<file path="src/hdl/crhp_cfg.svh">
// Purpose: bit positions, reset values and counts of the card port
// Assumes: word bit 1 is the msb [15], word bit 16 the lsb [0]
// Notes:   definitions only
`ifndef CRHP_CFG_SVH
`define CRHP_CFG_SVH

// ==========================================================
// command word fields (word bits 12..16)
`define CRHP_CMD_IRQ_ALLOW  4
`define CRHP_CMD_RAW_READ   3
`define CRHP_CMD_CLEAR      2
`define CRHP_CMD_CODED_READ 1
`define CRHP_CMD_TERMINATE  0

// ==========================================================
// condition word fields
`define CRHP_STAT_DATA_REQ  15
`define CRHP_STAT_TROUBLE   2
`define CRHP_STAT_READY     0

// ==========================================================
// coded character word fields
`define CRHP_NORM_CHECK     15
`define CRHP_NORM_ZERO_HI   14
`define CRHP_NORM_ZERO_LO   8

// ==========================================================
// counts and reset values
`define CRHP_COLUMNS        7'd80
`define CRHP_LAST_COLUMN    7'd79
`define CRHP_COL_ZERO       7'd0
`define CRHP_WORD_RESET     16'h0000
`define CRHP_SYNC_RESET     16'h0000

`endif

</file>
<file path="src/hdl/crhp_pkg.sv">
// Purpose: types shared by the card port files
// Assumes: crhp_cfg.svh holds the numbers
// Notes:   request and answer travel as packed structs
package crhp_pkg;

  // ==========================================================
  // port select unit request and answer
  typedef struct packed {
    logic        wr;
    logic        rd;
    logic        instr;
    logic [15:0] data;
  } crhp_req_t;

  typedef struct packed {
    logic        valid;
    logic [15:0] data;
  } crhp_ans_t;

  // ==========================================================
  // read cycle states and modes
  typedef enum logic [1:0] {CRHP_IDLE, CRHP_LOAD, CRHP_XFER} crhp_state_t;
  typedef enum logic {CRHP_RAW, CRHP_CODED} crhp_mode_t;

endpackage : crhp_pkg

</file>
<file path="src/hdl/crhp_buf2.sv">
// Purpose: two-entry word buffer between column store and processor
// Assumes: one push and one pop per cycle at most
// Notes:   flush empties it in one cycle
`timescale 1ns/1ps
module crhp_buf2 import crhp_pkg::*; #(
  parameter int WIDTH = 16
) (
  // clock and reset
  input  wire logic             ref_clk,
  input  wire logic             nrst,
  input  wire logic             flush,
  // fill side
  input  wire logic             in_valid,
  output logic                  in_ready,
  input  wire logic [WIDTH-1:0] in_data,
  // drain side
  output logic                  out_valid,
  input  wire logic             out_ready,
  output logic [WIDTH-1:0]      out_data
);
  logic [WIDTH-1:0] mem [2];
  logic [1:0]       count;
  logic [1:0]       next_count;
  logic             wp;
  logic             next_wp;
  logic             rp;
  logic             next_rp;
  logic             push;
  logic             pop;

  assign in_ready  = (count != 2'd2);
  assign out_valid = (count != 2'd0);
  assign out_data  = mem[rp];
  assign push      = in_valid & in_ready & ~flush;
  assign pop       = out_valid & out_ready & ~flush;

  always_comb begin
    next_count = count;
    next_wp    = wp;
    next_rp    = rp;
    if (flush) begin
      next_count = 2'd0;
      next_wp    = 1'b0;
      next_rp    = 1'b0;
    end else begin
      if (push) next_wp = ~wp;
      if (pop) next_rp = ~rp;
      if (push & ~pop) next_count = count + 2'd1;
      else if (pop & ~push) next_count = count - 2'd1;
    end
  end

  always_ff @(posedge ref_clk or negedge nrst) begin
    if (!nrst) begin
      count <= 2'd0;
      wp    <= 1'b0;
      rp    <= 1'b0;
    end else begin
      count <= next_count;
      wp    <= next_wp;
      rp    <= next_rp;
    end
  end

  // storage only; no reset needed on the data path
  always_ff @(posedge ref_clk) begin
    if (push) mem[wp] <= in_data;
  end
endmodule : crhp_buf2

</file>
<file path="src/hdl/crhp_port.sv">
// Purpose: card reader port logic facing the processor's port select unit
// Assumes: processor strobes share ref_clk; reader lines are asynchronous
// Notes:   80 columns stored, handed out through a two-entry buffer
// ==========================================================
`timescale 1ns/1ps
`include "crhp_cfg.svh"
module crhp_port import crhp_pkg::*; (
  // clock and reset
  input  wire logic        ref_clk,
  input  wire logic        nrst,
  // port select unit side
  input  wire crhp_req_t   req,
  input  wire logic        sys_clear,
  output crhp_ans_t        ans,
  output logic             data_irq,
  output logic             status_irq,
  // reader side, asynchronous
  input  wire logic [11:0] row_lines,
  input  wire logic        col_strobe,
  input  wire logic        start_sw,
  input  wire logic        rdr_ready,
  input  wire logic        read_check,
  output logic             start_card_cycle
);
  // ==========================================================
  // reader input synchroniser
  logic [15:0] sync1;
  logic [15:0] sync2;
  logic [2:0]  prev;
  logic [11:0] s_rows;
  logic        s_strobe;
  logic        s_start;
  logic        s_ready;
  logic        s_check;
  logic        strobe_rise;
  logic        start_rise;
  logic        ready_fall;

  always_ff @(posedge ref_clk or negedge nrst) begin
    if (!nrst) begin
      sync1 <= `CRHP_SYNC_RESET;
      sync2 <= `CRHP_SYNC_RESET;
      prev  <= 3'h0;
    end else begin
      sync1 <= {row_lines, col_strobe, start_sw, rdr_ready, read_check};
      sync2 <= sync1;
      prev  <= {s_strobe, s_start, s_ready};
    end
  end

  assign {s_rows, s_strobe, s_start, s_ready, s_check} = sync2;
  assign strobe_rise = s_strobe & ~prev[2];
  assign start_rise  = s_start & ~prev[1];
  assign ready_fall  = ~s_ready & prev[0];

  // ==========================================================
  // word formatting
  function automatic logic [15:0] fmt_raw(input logic [11:0] r);
    fmt_raw = {4'h0, r};
  endfunction : fmt_raw

  function automatic logic [15:0] fmt_coded(input logic [11:0] r);
    logic [2:0] num;
    logic [2:0] holes;
    num   = 3'h0;
    holes = 3'h0;
    for (int i = 0; i < 7; i++) begin
      if (r[i]) begin
        num   = 3'(i + 1);
        holes = holes + 3'h1;
      end
    end
    fmt_coded = {(holes > 3'h1), 7'h00, r[11:7], num};
  endfunction : fmt_coded

  // ==========================================================
  // request decode
  logic        cmd_wr;
  logic        stat_rd;
  logic        data_rd;
  logic        cancel;
  logic        start_req;
  logic        term;
  crhp_state_t state;
  crhp_state_t next_state;

  assign cmd_wr    = req.wr & req.instr;
  assign stat_rd   = req.rd & req.instr;
  assign data_rd   = req.rd & ~req.instr;
  assign cancel    = (cmd_wr & req.data[`CRHP_CMD_CLEAR]) | sys_clear;
  assign start_req = cmd_wr & ~cancel & (state == CRHP_IDLE)
                   & (req.data[`CRHP_CMD_RAW_READ] | req.data[`CRHP_CMD_CODED_READ]);
  assign term      = cmd_wr & req.data[`CRHP_CMD_TERMINATE] & (state == CRHP_XFER);

  // ==========================================================
  // column store and read cycle
  logic [11:0] col_mem [80];
  crhp_mode_t  mode;
  crhp_mode_t  next_mode;
  logic [6:0]  wr_col;
  logic [6:0]  next_wr_col;
  logic [6:0]  rd_col;
  logic [6:0]  next_rd_col;
  logic        chk_seen;
  logic        next_chk_seen;
  logic        buf_in_ready;
  logic        buf_out_valid;
  logic [15:0] buf_out_data;
  logic        push;
  logic [15:0] push_word;
  logic        load_done;
  logic        flush;

  assign load_done = (state == CRHP_LOAD) & strobe_rise & (wr_col == `CRHP_LAST_COLUMN);
  assign push      = (state == CRHP_XFER) & (rd_col != `CRHP_COLUMNS) & ~cancel & ~term;
  assign push_word = (mode == CRHP_RAW) ? fmt_raw(col_mem[rd_col]) : fmt_coded(col_mem[rd_col]);
  assign flush     = cancel | term;

  always_comb begin
    next_state    = state;
    next_mode     = mode;
    next_wr_col   = wr_col;
    next_rd_col   = rd_col;
    next_chk_seen = chk_seen;
    unique case (state)
      CRHP_IDLE: begin
        if (start_req) begin
          next_state    = CRHP_LOAD;
          // bit 13 wins if both read bits are set
          next_mode     = req.data[`CRHP_CMD_RAW_READ] ? CRHP_RAW : CRHP_CODED;
          next_wr_col   = `CRHP_COL_ZERO;
          next_chk_seen = 1'b0;
        end
      end
      CRHP_LOAD: begin
        if (s_check) next_chk_seen = 1'b1;
        if (strobe_rise) next_wr_col = wr_col + 7'd1;
        if (load_done) begin
          next_state  = CRHP_XFER;
          next_rd_col = `CRHP_COL_ZERO;
        end
      end
      CRHP_XFER: begin
        if (push & buf_in_ready) next_rd_col = rd_col + 7'd1;
        if ((rd_col == `CRHP_COLUMNS) & ~buf_out_valid) next_state = CRHP_IDLE;
      end
    endcase
    if (cancel & (state != CRHP_IDLE)) begin
      next_state  = CRHP_IDLE;
      next_rd_col = `CRHP_COL_ZERO;
    end
    if (term) begin
      next_state  = CRHP_IDLE;
      next_rd_col = `CRHP_COL_ZERO;
    end
  end

  always_ff @(posedge ref_clk or negedge nrst) begin
    if (!nrst) begin
      state    <= CRHP_IDLE;
      mode     <= CRHP_RAW;
      wr_col   <= `CRHP_COL_ZERO;
      rd_col   <= `CRHP_COL_ZERO;
      chk_seen <= 1'b0;
    end else begin
      state    <= next_state;
      mode     <= next_mode;
      wr_col   <= next_wr_col;
      rd_col   <= next_rd_col;
      chk_seen <= next_chk_seen;
    end
  end

  always_ff @(posedge ref_clk) begin
    if ((state == CRHP_LOAD) & strobe_rise) col_mem[wr_col] <= s_rows;
  end

  // a stalled processor leaves words parked here, the store pointer waits
  crhp_buf2 #(.WIDTH(16)) u_buf (
    .ref_clk   (ref_clk),
    .nrst      (nrst),
    .flush     (flush),
    .in_valid  (push),
    .in_ready  (buf_in_ready),
    .in_data   (push_word),
    .out_valid (buf_out_valid),
    .out_ready (data_rd),
    .out_data  (buf_out_data)
  );

  // ==========================================================
  // enable, ready, trouble and interrupts
  logic irq_allow;
  logic next_irq_allow;
  logic ready;
  logic next_ready;
  logic trouble;
  logic next_trouble;
  logic start_pend;
  logic next_start_pend;
  logic stat_pend;
  logic next_stat_pend;
  logic next_data_irq;
  logic next_status_irq;
  logic next_start_card_cycle;
  logic bad_card;

  assign bad_card = chk_seen | s_check;

  always_comb begin
    next_irq_allow  = irq_allow;
    next_ready      = ready;
    next_trouble    = trouble;
    next_start_pend = start_pend;
    next_stat_pend  = stat_pend;
    if (cmd_wr) next_irq_allow = req.data[`CRHP_CMD_IRQ_ALLOW];
    if (sys_clear) next_irq_allow = 1'b0;
    if (stat_rd) next_stat_pend = 1'b0;
    if (ready_fall) begin
      next_ready      = 1'b0;
      next_start_pend = 1'b0;
      // a drop must not wipe an event that is still pending
      if (ready) next_stat_pend = 1'b1;
    end
    if (start_rise) begin
      // operator action also clears trouble
      next_trouble = 1'b0;
      if (s_ready & ~ready) begin
        if (irq_allow) begin
          next_ready     = 1'b1;
          next_stat_pend = 1'b1;
        end else begin
          next_start_pend = 1'b1;
        end
      end
    end
    if (start_pend & cmd_wr & req.data[`CRHP_CMD_IRQ_ALLOW] & s_ready) begin
      next_ready      = 1'b1;
      next_start_pend = 1'b0;
      next_stat_pend  = 1'b1;
    end
    // a read command outranks any ready set in the same cycle
    if (start_req) next_ready = 1'b0;
    if (load_done) begin
      if (bad_card) begin
        next_trouble   = 1'b1;
        next_stat_pend = 1'b1;
      end else if (s_ready & ~trouble) begin
        next_ready = 1'b1;
      end
    end
    next_status_irq       = next_stat_pend & next_irq_allow;
    // buffer holds a word after this edge: one pushed, or one left after any pop
    next_data_irq         = ~flush & next_irq_allow & (state == CRHP_XFER)
                          & ((push & buf_in_ready) | (buf_out_valid & ~(data_rd & buf_in_ready)));
    next_start_card_cycle = (next_state == CRHP_LOAD);
  end

  always_ff @(posedge ref_clk or negedge nrst) begin
    if (!nrst) begin
      irq_allow        <= 1'b0;
      ready            <= 1'b0;
      trouble          <= 1'b0;
      start_pend       <= 1'b0;
      stat_pend        <= 1'b0;
      status_irq       <= 1'b0;
      data_irq         <= 1'b0;
      start_card_cycle <= 1'b0;
    end else begin
      irq_allow        <= next_irq_allow;
      ready            <= next_ready;
      trouble          <= next_trouble;
      start_pend       <= next_start_pend;
      stat_pend        <= next_stat_pend;
      status_irq       <= next_status_irq;
      data_irq         <= next_data_irq;
      start_card_cycle <= next_start_card_cycle;
    end
  end

  // ==========================================================
  // answer to reads
  crhp_ans_t next_ans;

  always_comb begin
    next_ans.valid = stat_rd | data_rd;
    next_ans.data  = `CRHP_WORD_RESET;
    if (stat_rd) begin
      next_ans.data[`CRHP_STAT_DATA_REQ] = data_irq;
      next_ans.data[`CRHP_STAT_TROUBLE]  = trouble;
      next_ans.data[`CRHP_STAT_READY]    = ready;
    end else if (data_rd & buf_out_valid) begin
      next_ans.data = buf_out_data;
    end
  end

  always_ff @(posedge ref_clk or negedge nrst) begin
    if (!nrst) begin
      ans <= '0;
    end else begin
      ans <= next_ans;
    end
  end
endmodule : crhp_port

</file>
<file path="config.mk">
export PLATFORM = sky130hd
export DESIGN_NAME = crhp_port
export DESIGN_NICKNAME = d
export VERILOG_FILES = /design/src/hdl/crhp_pkg.sv /design/src/hdl/crhp_buf2.sv /design/src/hdl/crhp_port.sv
export VERILOG_INCLUDE_DIRS = /design/src /design/src/hdl
export SDC_FILE = /design/constraint.sdc
export NUM_CORES = 1
export LEC_CHECK = 0
export ABC_CLOCK_PERIOD_IN_PS = 18100
export BUFFER_PORTS_ARGS = -buffer_cell sky130_fd_sc_hd__clkbuf_2
export CAP_MARGIN = 30
export CORE_MARGIN = 2
export CORE_UTILIZATION = 41
export DETAILED_ROUTE_END_ITERATION = 10
export GPL_TIMING_DRIVEN = 1
export SYNTH_ARGS = -nofsm -noshare
export SYNTH_HDL_FRONTEND = slang
export SYNTH_SLANG_ARGS = --single-unit
</file>
<file path="constraint.sdc">
create_clock -name ref_clk -period 18.1 [get_ports ref_clk]
set_clock_uncertainty 0.2 [all_clocks]
set_input_delay 3.62 -clock ref_clk [delete_from_list [all_inputs] [get_ports ref_clk]]
set_output_delay 3.62 -clock ref_clk [all_outputs]
set_load 0.02 [all_outputs]
</file>
==> results of run 1 <==
-- cells by family (layout without fill, tap and decap cells) --
family	after synthesis	count (layout)	share of synthesized area
buffers and inverters	120	348	0.02007
other	1	3	0.00008926
XOR/XNOR	21	21	0.005063
multiplexers	344	344	0.1637
AND/OR/NAND/NOR	301	301	0.03362
adder cells (fa/ha/maj)	14	14	0.004170
AO/OA/AOI/OAI	123	123	0.02144
flip-flops	1065	1065	0.7518
-- flip-flops by register name (all words and copies together) (netlist names) --
signal	flops
ans	14
chk_seen	1
col_mem	960
data_irq	1
irq_allow	1
mode	1
prev	3
rd_col	7
ready	1
start_card_cycle	1
start_pend	1
stat_pend	1
state	2
status_irq	1
sync1	16
sync2	16
trouble	1
u_buf.count	2
u_buf.mem	26
u_buf.rp	1
u_buf.wp	1
wr_col	7
-- through the flow --
stage / setup slack (ps) / cells
3_5_place_dp: 10210 / 3396
5_1_grt: 9900 / 3587
3_3_place_gp: 10300 / 3379
2_1_floorplan: 11970 / 1991
6_report: 10410 / 3587
4_1_cts: 10200 / 3587
-- report_power, final --
group          switching (mW)  internal, mW  total (mW)  leakage, nW
Sequential             0.0151          2.70        2.72         9.85
Combinational          0.0942        0.0346       0.129         3.32
Clock                   0.902          1.32        2.22         1.73
Total                    1.01          4.06        5.07         14.9
-- cells in the final DEF, fill, tap and decap left out, drive strengths merged, types with 27 or more instances in the layout --
master / instances
mux4: 265
a21oi: 29
edfxtp: 986
mux2i: 79
dfrtp: 79
clkinv: 41
clkbuf: 169
nand2: 55
o21ai: 27
nor2: 149
buf: 94
-- cell type report --
| cell class | instances | area (um^2) |
|---|---|---|
| clock buffer | 127 | 2815 |
| clock inverter | 64 | 715.7 |
| fill | 8264 | 54140 |
| inverter | 21 | 78.83 |
| multi-input combinational | 806 | 9643 |
| sequential | 1065 | 31620 |
| tap | 1368 | 1712 |
| timing repair buffer | 136 | 1020 |
-- routing by layer --
layer  wire length (um)  track usage  share of wire  vias up
li1                   -            -              -     8470
met1              40370       0.2557           0.43    10638
met2              45220       0.2922           0.48      675
met3               5765      0.03072          0.061      169
met4               2749      0.05607          0.029        0
met5                  0            0              0        -
-- worst max path at each step --
| stage | start | to | slack (ps) | cells past startpoint |
|---|---|---|---|---|
| final | rd_col[0] | u_buf.mem[1][15] | 10410 | 20 |
| after global placement | rd_col[0] | u_buf.mem[0][15] | 10300 | 21 |
| after floorplan | rd_col[1] | u_buf.mem[0][15] | 11970 | 24 |
| after detailed placement | rd_col[0] | u_buf.mem[0][15] | 10210 | 21 |
| after CTS | rd_col[0] | u_buf.mem[1][15] | 10200 | 21 |
| after global routing | rd_col[0] | u_buf.mem[1][15] | 9900 | 20 |
-- worst reg2reg max path, delay by kind of cell, from the launching register on --
| kind | cells | cell delay, ps |
|---|---|---|
| adders and majority gates | 4 | 1120 |
| xor gates and xnor gates | 4 | 1250 |
| AOI/OAI and AO/OA | 2 | 370 |
| buffers and inverters | 3 | 1430 |
| DFF | 1 | 740 |
| muxes | 4 | 2030 |
| and+or+nand+nor | 3 | 290 |
==> run metrics, run 1 <==
number of post-CTS setup repair buffers 0; Final Util 0.4678; Slew HR 0.3179; clk buf depth 3; Yosys warnings 0; DP Wirelength 55.97 mm; CTS Buf Count 105; Area contributors post-synth edfxtp_1, mux4_2, dfrtp_1, mux2i_1, mux4_1; IO Pins 58; crit path cell chain buf_12, buf_4, mux4_2, mux4_2, mux4_2, mux2i_4, ha_1, xnor2_1, inv_1, ha_1, xnor3_1, nand2_1, and3_1, ha_1, a22o_1, ha_1, nand2_1, xor3_1, xnor2_1, o2bb2ai_1; area grow syn2layout 13.30%; fin. max-slew vios 0; status complete, no violations; H-tree levels 3; unrepaired setup endpoints after global routing no; initial DRC count 2182; WS Path Type flop to flop; instance count of the mapped netlist 1989; num rows 117; Syn Area/Cell 21.12 um^2; die area 105000 um^2; cell with the most instances after synthesis edfxtp_1; vias post-DR 19952; share of cells above drive strength 1 0.2726; clock slew at reported path FFs 60 ps; total power 5.069 mW; Nets 2187; final number of hold-violating endpoints 0; CP max stage cell dfrtp_4; Mapped Area 42010 um^2; Yosys top cell area share 0.7048; EDFF count, synth 986; worst hold start sync1[9]; total global-route track usage 0.1820; Min Hold Slack 144.7 ps; R2R cell count 20; post-route design area 47600 um^2; Ant. Diodes 0; first-pass GRT wire length 138.3 mm; # DRC 0; hold-critical path depth 0; Crit path largest cell delay 740 ps; largest net degree at the start of global routing 123; Synth Flop Type edfxtp_1; Setup crit start kind flop; Max Clk Rate 130.1 MHz; VDD IR max 75.92 uV; flops & latches, synth 1065; Port Buffer Count 43; Initial Utilization 0.4129; dpl cell area 44070 um^2; Hold EP sync2[9]; Distinct cells, synth 84; min Tclk post-route 7685 ps; Die Width 324.1 um; Worst Path Buf+Inv 3; Pwr Density 106.5 nW/um^2; fin crit share 0.4246; # hold bufs at CTS 0; Critical R2R Launch rd_col[0]; R2R setup slack 10410 ps; setup tns final 0 ps; cell mode on critical path ha_1; worst skew pair latency 670 ps; Wirelength per Cell 26.24 um; vias in the first global route 20242; post-synthesis sequential area ratio 0.7518; Lkg Pwr 14.90 nW; top post-synthesis cells by count edfxtp_1, mux4_2, nor2_1; antenna violations before repair 4; final WL 94.11 mm; MaxCap Viol Count 0; post_cts resized 0; CP Max Fanout 100; Worst R2R End u_buf.mem[1][15]; Routed Antenna Nets 0; Die H 324.1 um; ys async rst share 0.07418; Worst Hold Class flop to flop; GRT overflow 0; CP top delay family multiplexers; Worst setup EP type flop; core area 101700 um^2; Root Buffer clkbuf_16; worst slew pin tran 1023 ps; worst endpoint required time 18290 ps; vias per inst 5.562; Worst Path Arrival 7870 ps; Setup violations, final 0; CTS sink cnt 1065; detailed-router iteration count before antenna repair 6; area leader, netlist edfxtp_1; CTS tree yes; routability cong. 0.9000
Power figures use the tool's default switching activity.
==> run 2: changes to the inputs <==
--- a/config.mk
+++ b/config.mk
@@ -6,7 +6,8 @@
 export SDC_FILE = /design/constraint.sdc
 export NUM_CORES = 1
 export LEC_CHECK = 0
-export ABC_CLOCK_PERIOD_IN_PS = 18100
+export ABC_AREA = 1
+export ABC_CLOCK_PERIOD_IN_PS = 6650
 export BUFFER_PORTS_ARGS = -buffer_cell sky130_fd_sc_hd__clkbuf_2
 export CAP_MARGIN = 30
 export CORE_MARGIN = 2
==> constraint.sdc (replaced) <==
create_clock -name ref_clk -period 6.65 [get_ports ref_clk]
set_clock_uncertainty 0.2 [all_clocks]
set_input_delay 1.33 -clock ref_clk [delete_from_list [all_inputs] [get_ports ref_clk]]
set_output_delay 1.33 -clock ref_clk [all_outputs]
set_load 0.02 [all_outputs]
==> run metrics, run 2 <==
Worst Path Buf+Inv 5 (+2); clk buf depth 3 (unchanged); EDFF count, synth 986 (unchanged); clock slew at reported path FFs 60 ps (about the same); die area 107300 um^2 (+2.2%); vias per inst 5.361 (-3.6%); instance count of the mapped netlist 3504 (+76%); flops & latches, synth 1065 (unchanged); final number of hold-violating endpoints 0 (unchanged); Multi-input gate area 9733 um^2 (+0.93%); dpl cell area 45180 um^2 (+2.5%); Post-Synth XOR/XNOR Area 0.0008160 (-0.004247); CTS tree yes; Final Util 0.4694 (+0.001599); share of cells above drive strength 1 0.1096 (-0.1631); Ant. Diodes 0 (unchanged); setup tns final 0 ps (unchanged); Pwr Density 281.7 nW/um^2 (+160%); Compound-Gate Fraction of Synth Area 0.09602 (+0.07458); sequential standard cell area 31610 um^2 (about the same); Worst Path Arrival 6390 ps (-1480 ps); worst slew pin tran 1010 ps (-12.67 ps); Nets 3683 (+68%); adder-cell share of the synthesized area 0.004080 (-0.00008955); largest family of logic cells by synthesized area simple AND/OR/NAND/NOR gates; post-route design area 48660 um^2 (+2.2%); # hold bufs at CTS 0 (unchanged); Routed Antenna Nets 0 (unchanged); CTS sink cnt 1065 (unchanged); Initial Utilization 0.4142 (+0.001315); Die H 327.6 um (+1.1%); post-synthesis mux area share 0 (-0.1637); post-synthesis sequential area ratio 0.7357 (-0.01615); CTS Buf Count 108 (+2.9%); detailed-router iteration count before antenna repair 6 (unchanged); Setup crit start kind flop; worst endpoint required time 6880 ps (-11410 ps); ys async rst share 0.07418 (unchanged); CP max stage cell dfrtp_4; sequential power share 0.542 (+0.006); DP Cell Count 4897 (+44%); post-route insts no fill 5104 (+42%); first-pass GRT wire length 162.7 mm (+18%); fin. max-slew vios 0 (unchanged); number of post-CTS setup repair buffers 0 (unchanged); CP top delay family simple AND/OR/NAND/NOR gates; Die Width 327.6 um (+1.1%); top post-synthesis cells by count edfxtp_1, nor2_1, nand2_1; Distinct cells, synth 55 (-35%); Slew HR 0.3264 (+0.008447); logic gate share of total power 0.037 (+0.012); Synth Area in Simple Gates 0.1246 (+0.09096); routability cong. 0.8770 (-2.6%); MaxCap Viol Count 0 (unchanged); pre-CTS setup slack 600.1 ps (-9613 ps); largest net degree at the start of global routing 129 (+4.9%); num rows 118 (+0.85%); Crit path largest cell delay 650 ps (-90 ps); post_cts resized 0 (unchanged); cell mode on critical path nand2_1; filler instances 9163 (+11%); area grow syn2layout 13.33% (about the same); CP Max Fanout 67 (-33%); final setup margin 490.6 ps (-9924 ps); Int Pwr 10.76 mW (+170%); min Tclk post-route 6159 ps (-1526 ps); area leader, netlist edfxtp_1; most frequent cells in the layout edfxtp_1, nor2_1, nand2_1; Top reg by flops col_mem; Setup violations, final 0 (unchanged); antenna violations before repair 2 (-2); Port Buffer Count 43 (unchanged); GRT overflow 0 (unchanged); core area 103600 um^2 (+1.9%); VDD IR max 217.6 uV (+190%); final WL 109.0 mm (+16%); switching share of power 0.2153 (+0.01573); worst skew pair latency 690 ps (+20 ps); vias in the first global route 25938 (+28%); Yosys warnings 0 (unchanged); Wirelength per Cell 21.35 um (-19%); commonest non-fill, non-tap cell in the layout edfxtp_1; max reg flops 960 (unchanged); unrepaired setup endpoints after global routing no; Area contributors post-synth edfxtp_1, nor2_1, o21ai_0, nand2_1, dfrtp_1; # DRC 0 (unchanged); Worst setup EP type flop; total global-route track usage 0.2006 (+0.01869); IO Pins 58 (unchanged); status complete, no violations; Top Registers col_mem x960, u_buf.mem x26; fin crit share 0.9262 (+0.5016); Worst Hold Class flop to flop; net switching power 2.951 mW (+190%); vias post-DR 27365 (+37%); Lkg Pwr 17.22 nW (+16%); DP Wirelength 64.00 mm (+14%); initial DRC count 2950 (+35%); H-tree levels 3 (unchanged); Max Clk Rate 162.4 MHz (+25%); Root Buffer clkbuf_16; Mapped Area 42930 um^2 (+2.2%); WS Path Type flop to flop; clock power share 0.421 (-0.017); Yosys top cell area share 0.6896 (-0.01514); Syn Area/Cell 12.25 um^2 (-42%); cell with the most instances after synthesis edfxtp_1; Synth Flop Type edfxtp_1
==> run 2: cell types whose count changed after synthesis, moves of 34 or more <==
cell and delta:
nor2_1 +509, nand3_1 +41, o22ai_1 +170, mux4_2 -240, buf_2 +41, mux2i_1 -77
o21ai_0 +427, buf_4 +34, inv_1 +109, nand2_1 +496
==> run 2: cell type report <==
class,count,area share
tap,1380,0.03549
inverter,135,0.01072
clock inverter,54,0.006917
sequential,1065,0.6497
multi-input combinational,2112,0.2000
clock buffer,149,0.06233
timing repair buffer,209,0.03477
==> run 2: metal layers <==
layer  vias to the layer above  GRT usage  part of all wire
li1                      12741          -                 -
met1                     13547     0.2789              0.43
met2                       899     0.3224              0.47
met3                       178    0.03267             0.065
met4                         0    0.06731             0.031
met5                         -          0                 0
==> run 2: power groups by stage <==
stage / clock network, mW / registers [mW] / logic (mW)
3_3_place_gp: 0 / 7.58 / 0.468
6_report: 5.77 / 7.43 / 0.502
5_1_grt: 6.12 / 7.43 / 0.547
4_1_cts: 5.86 / 7.44 / 0.477
3_5_place_dp: 0 / 7.59 / 0.475
2_1_floorplan: 0 / 7.61 / 0.247
==> run 2: per-stage QoR <==
step	total power, mW	hold slack, ps
global placement	8.052	131.3
global route	14.10	149.2
CTS	13.78	146.5
detailed placement	8.060	134.7
floorplan	7.853	131.2
finish	13.71	144.1
==> run 2: path summary, 6_finish.rpt <==
kind / from / to / cells after the start / slack [ps]
setup / recovery: rd_col[0] / u_buf.mem[0][15] / 33 / 490
hold / removal: sync1[3] / sync2[3] / 0 / 140
setup reg to reg: rd_col[0] / u_buf.mem[0][15] / 33 / 490
hold reg to reg: sync1[3] / sync2[3] / 0 / 140
max in group asynchronous: nrst / rd_col[0] / 2 / 4730
min in group asynchronous: nrst / ans[11] / 1 / 360
==> run 2: cells by family (layout without fill, tap and decap cells) <==
| logic type | count (synthesis) | count (layout) |
|---|---|---|
| adders and majority gates | 14 | 14 |
| AOI/OAI and AO/OA | 749 | 749 |
| buffers and inverters | 329 | 547 |
| and+or+nand+nor | 1342 | 1342 |
| DFF | 1065 | 1065 |
| xor gates and xnor gates | 4 | 4 |
| other | 1 | 3 |
==> run 2: worst reg2reg max path: cells and delay by family (launching register included) <==
kind | cells | cell delay (ps)
flip-flops | 1 | 650
AO/OA/AOI/OAI | 5 | 1320
adder cells (fa/ha/maj) | 4 | 1010
buffers and inverters | 5 | 740
AND/OR/NAND/NOR | 19 | 1990
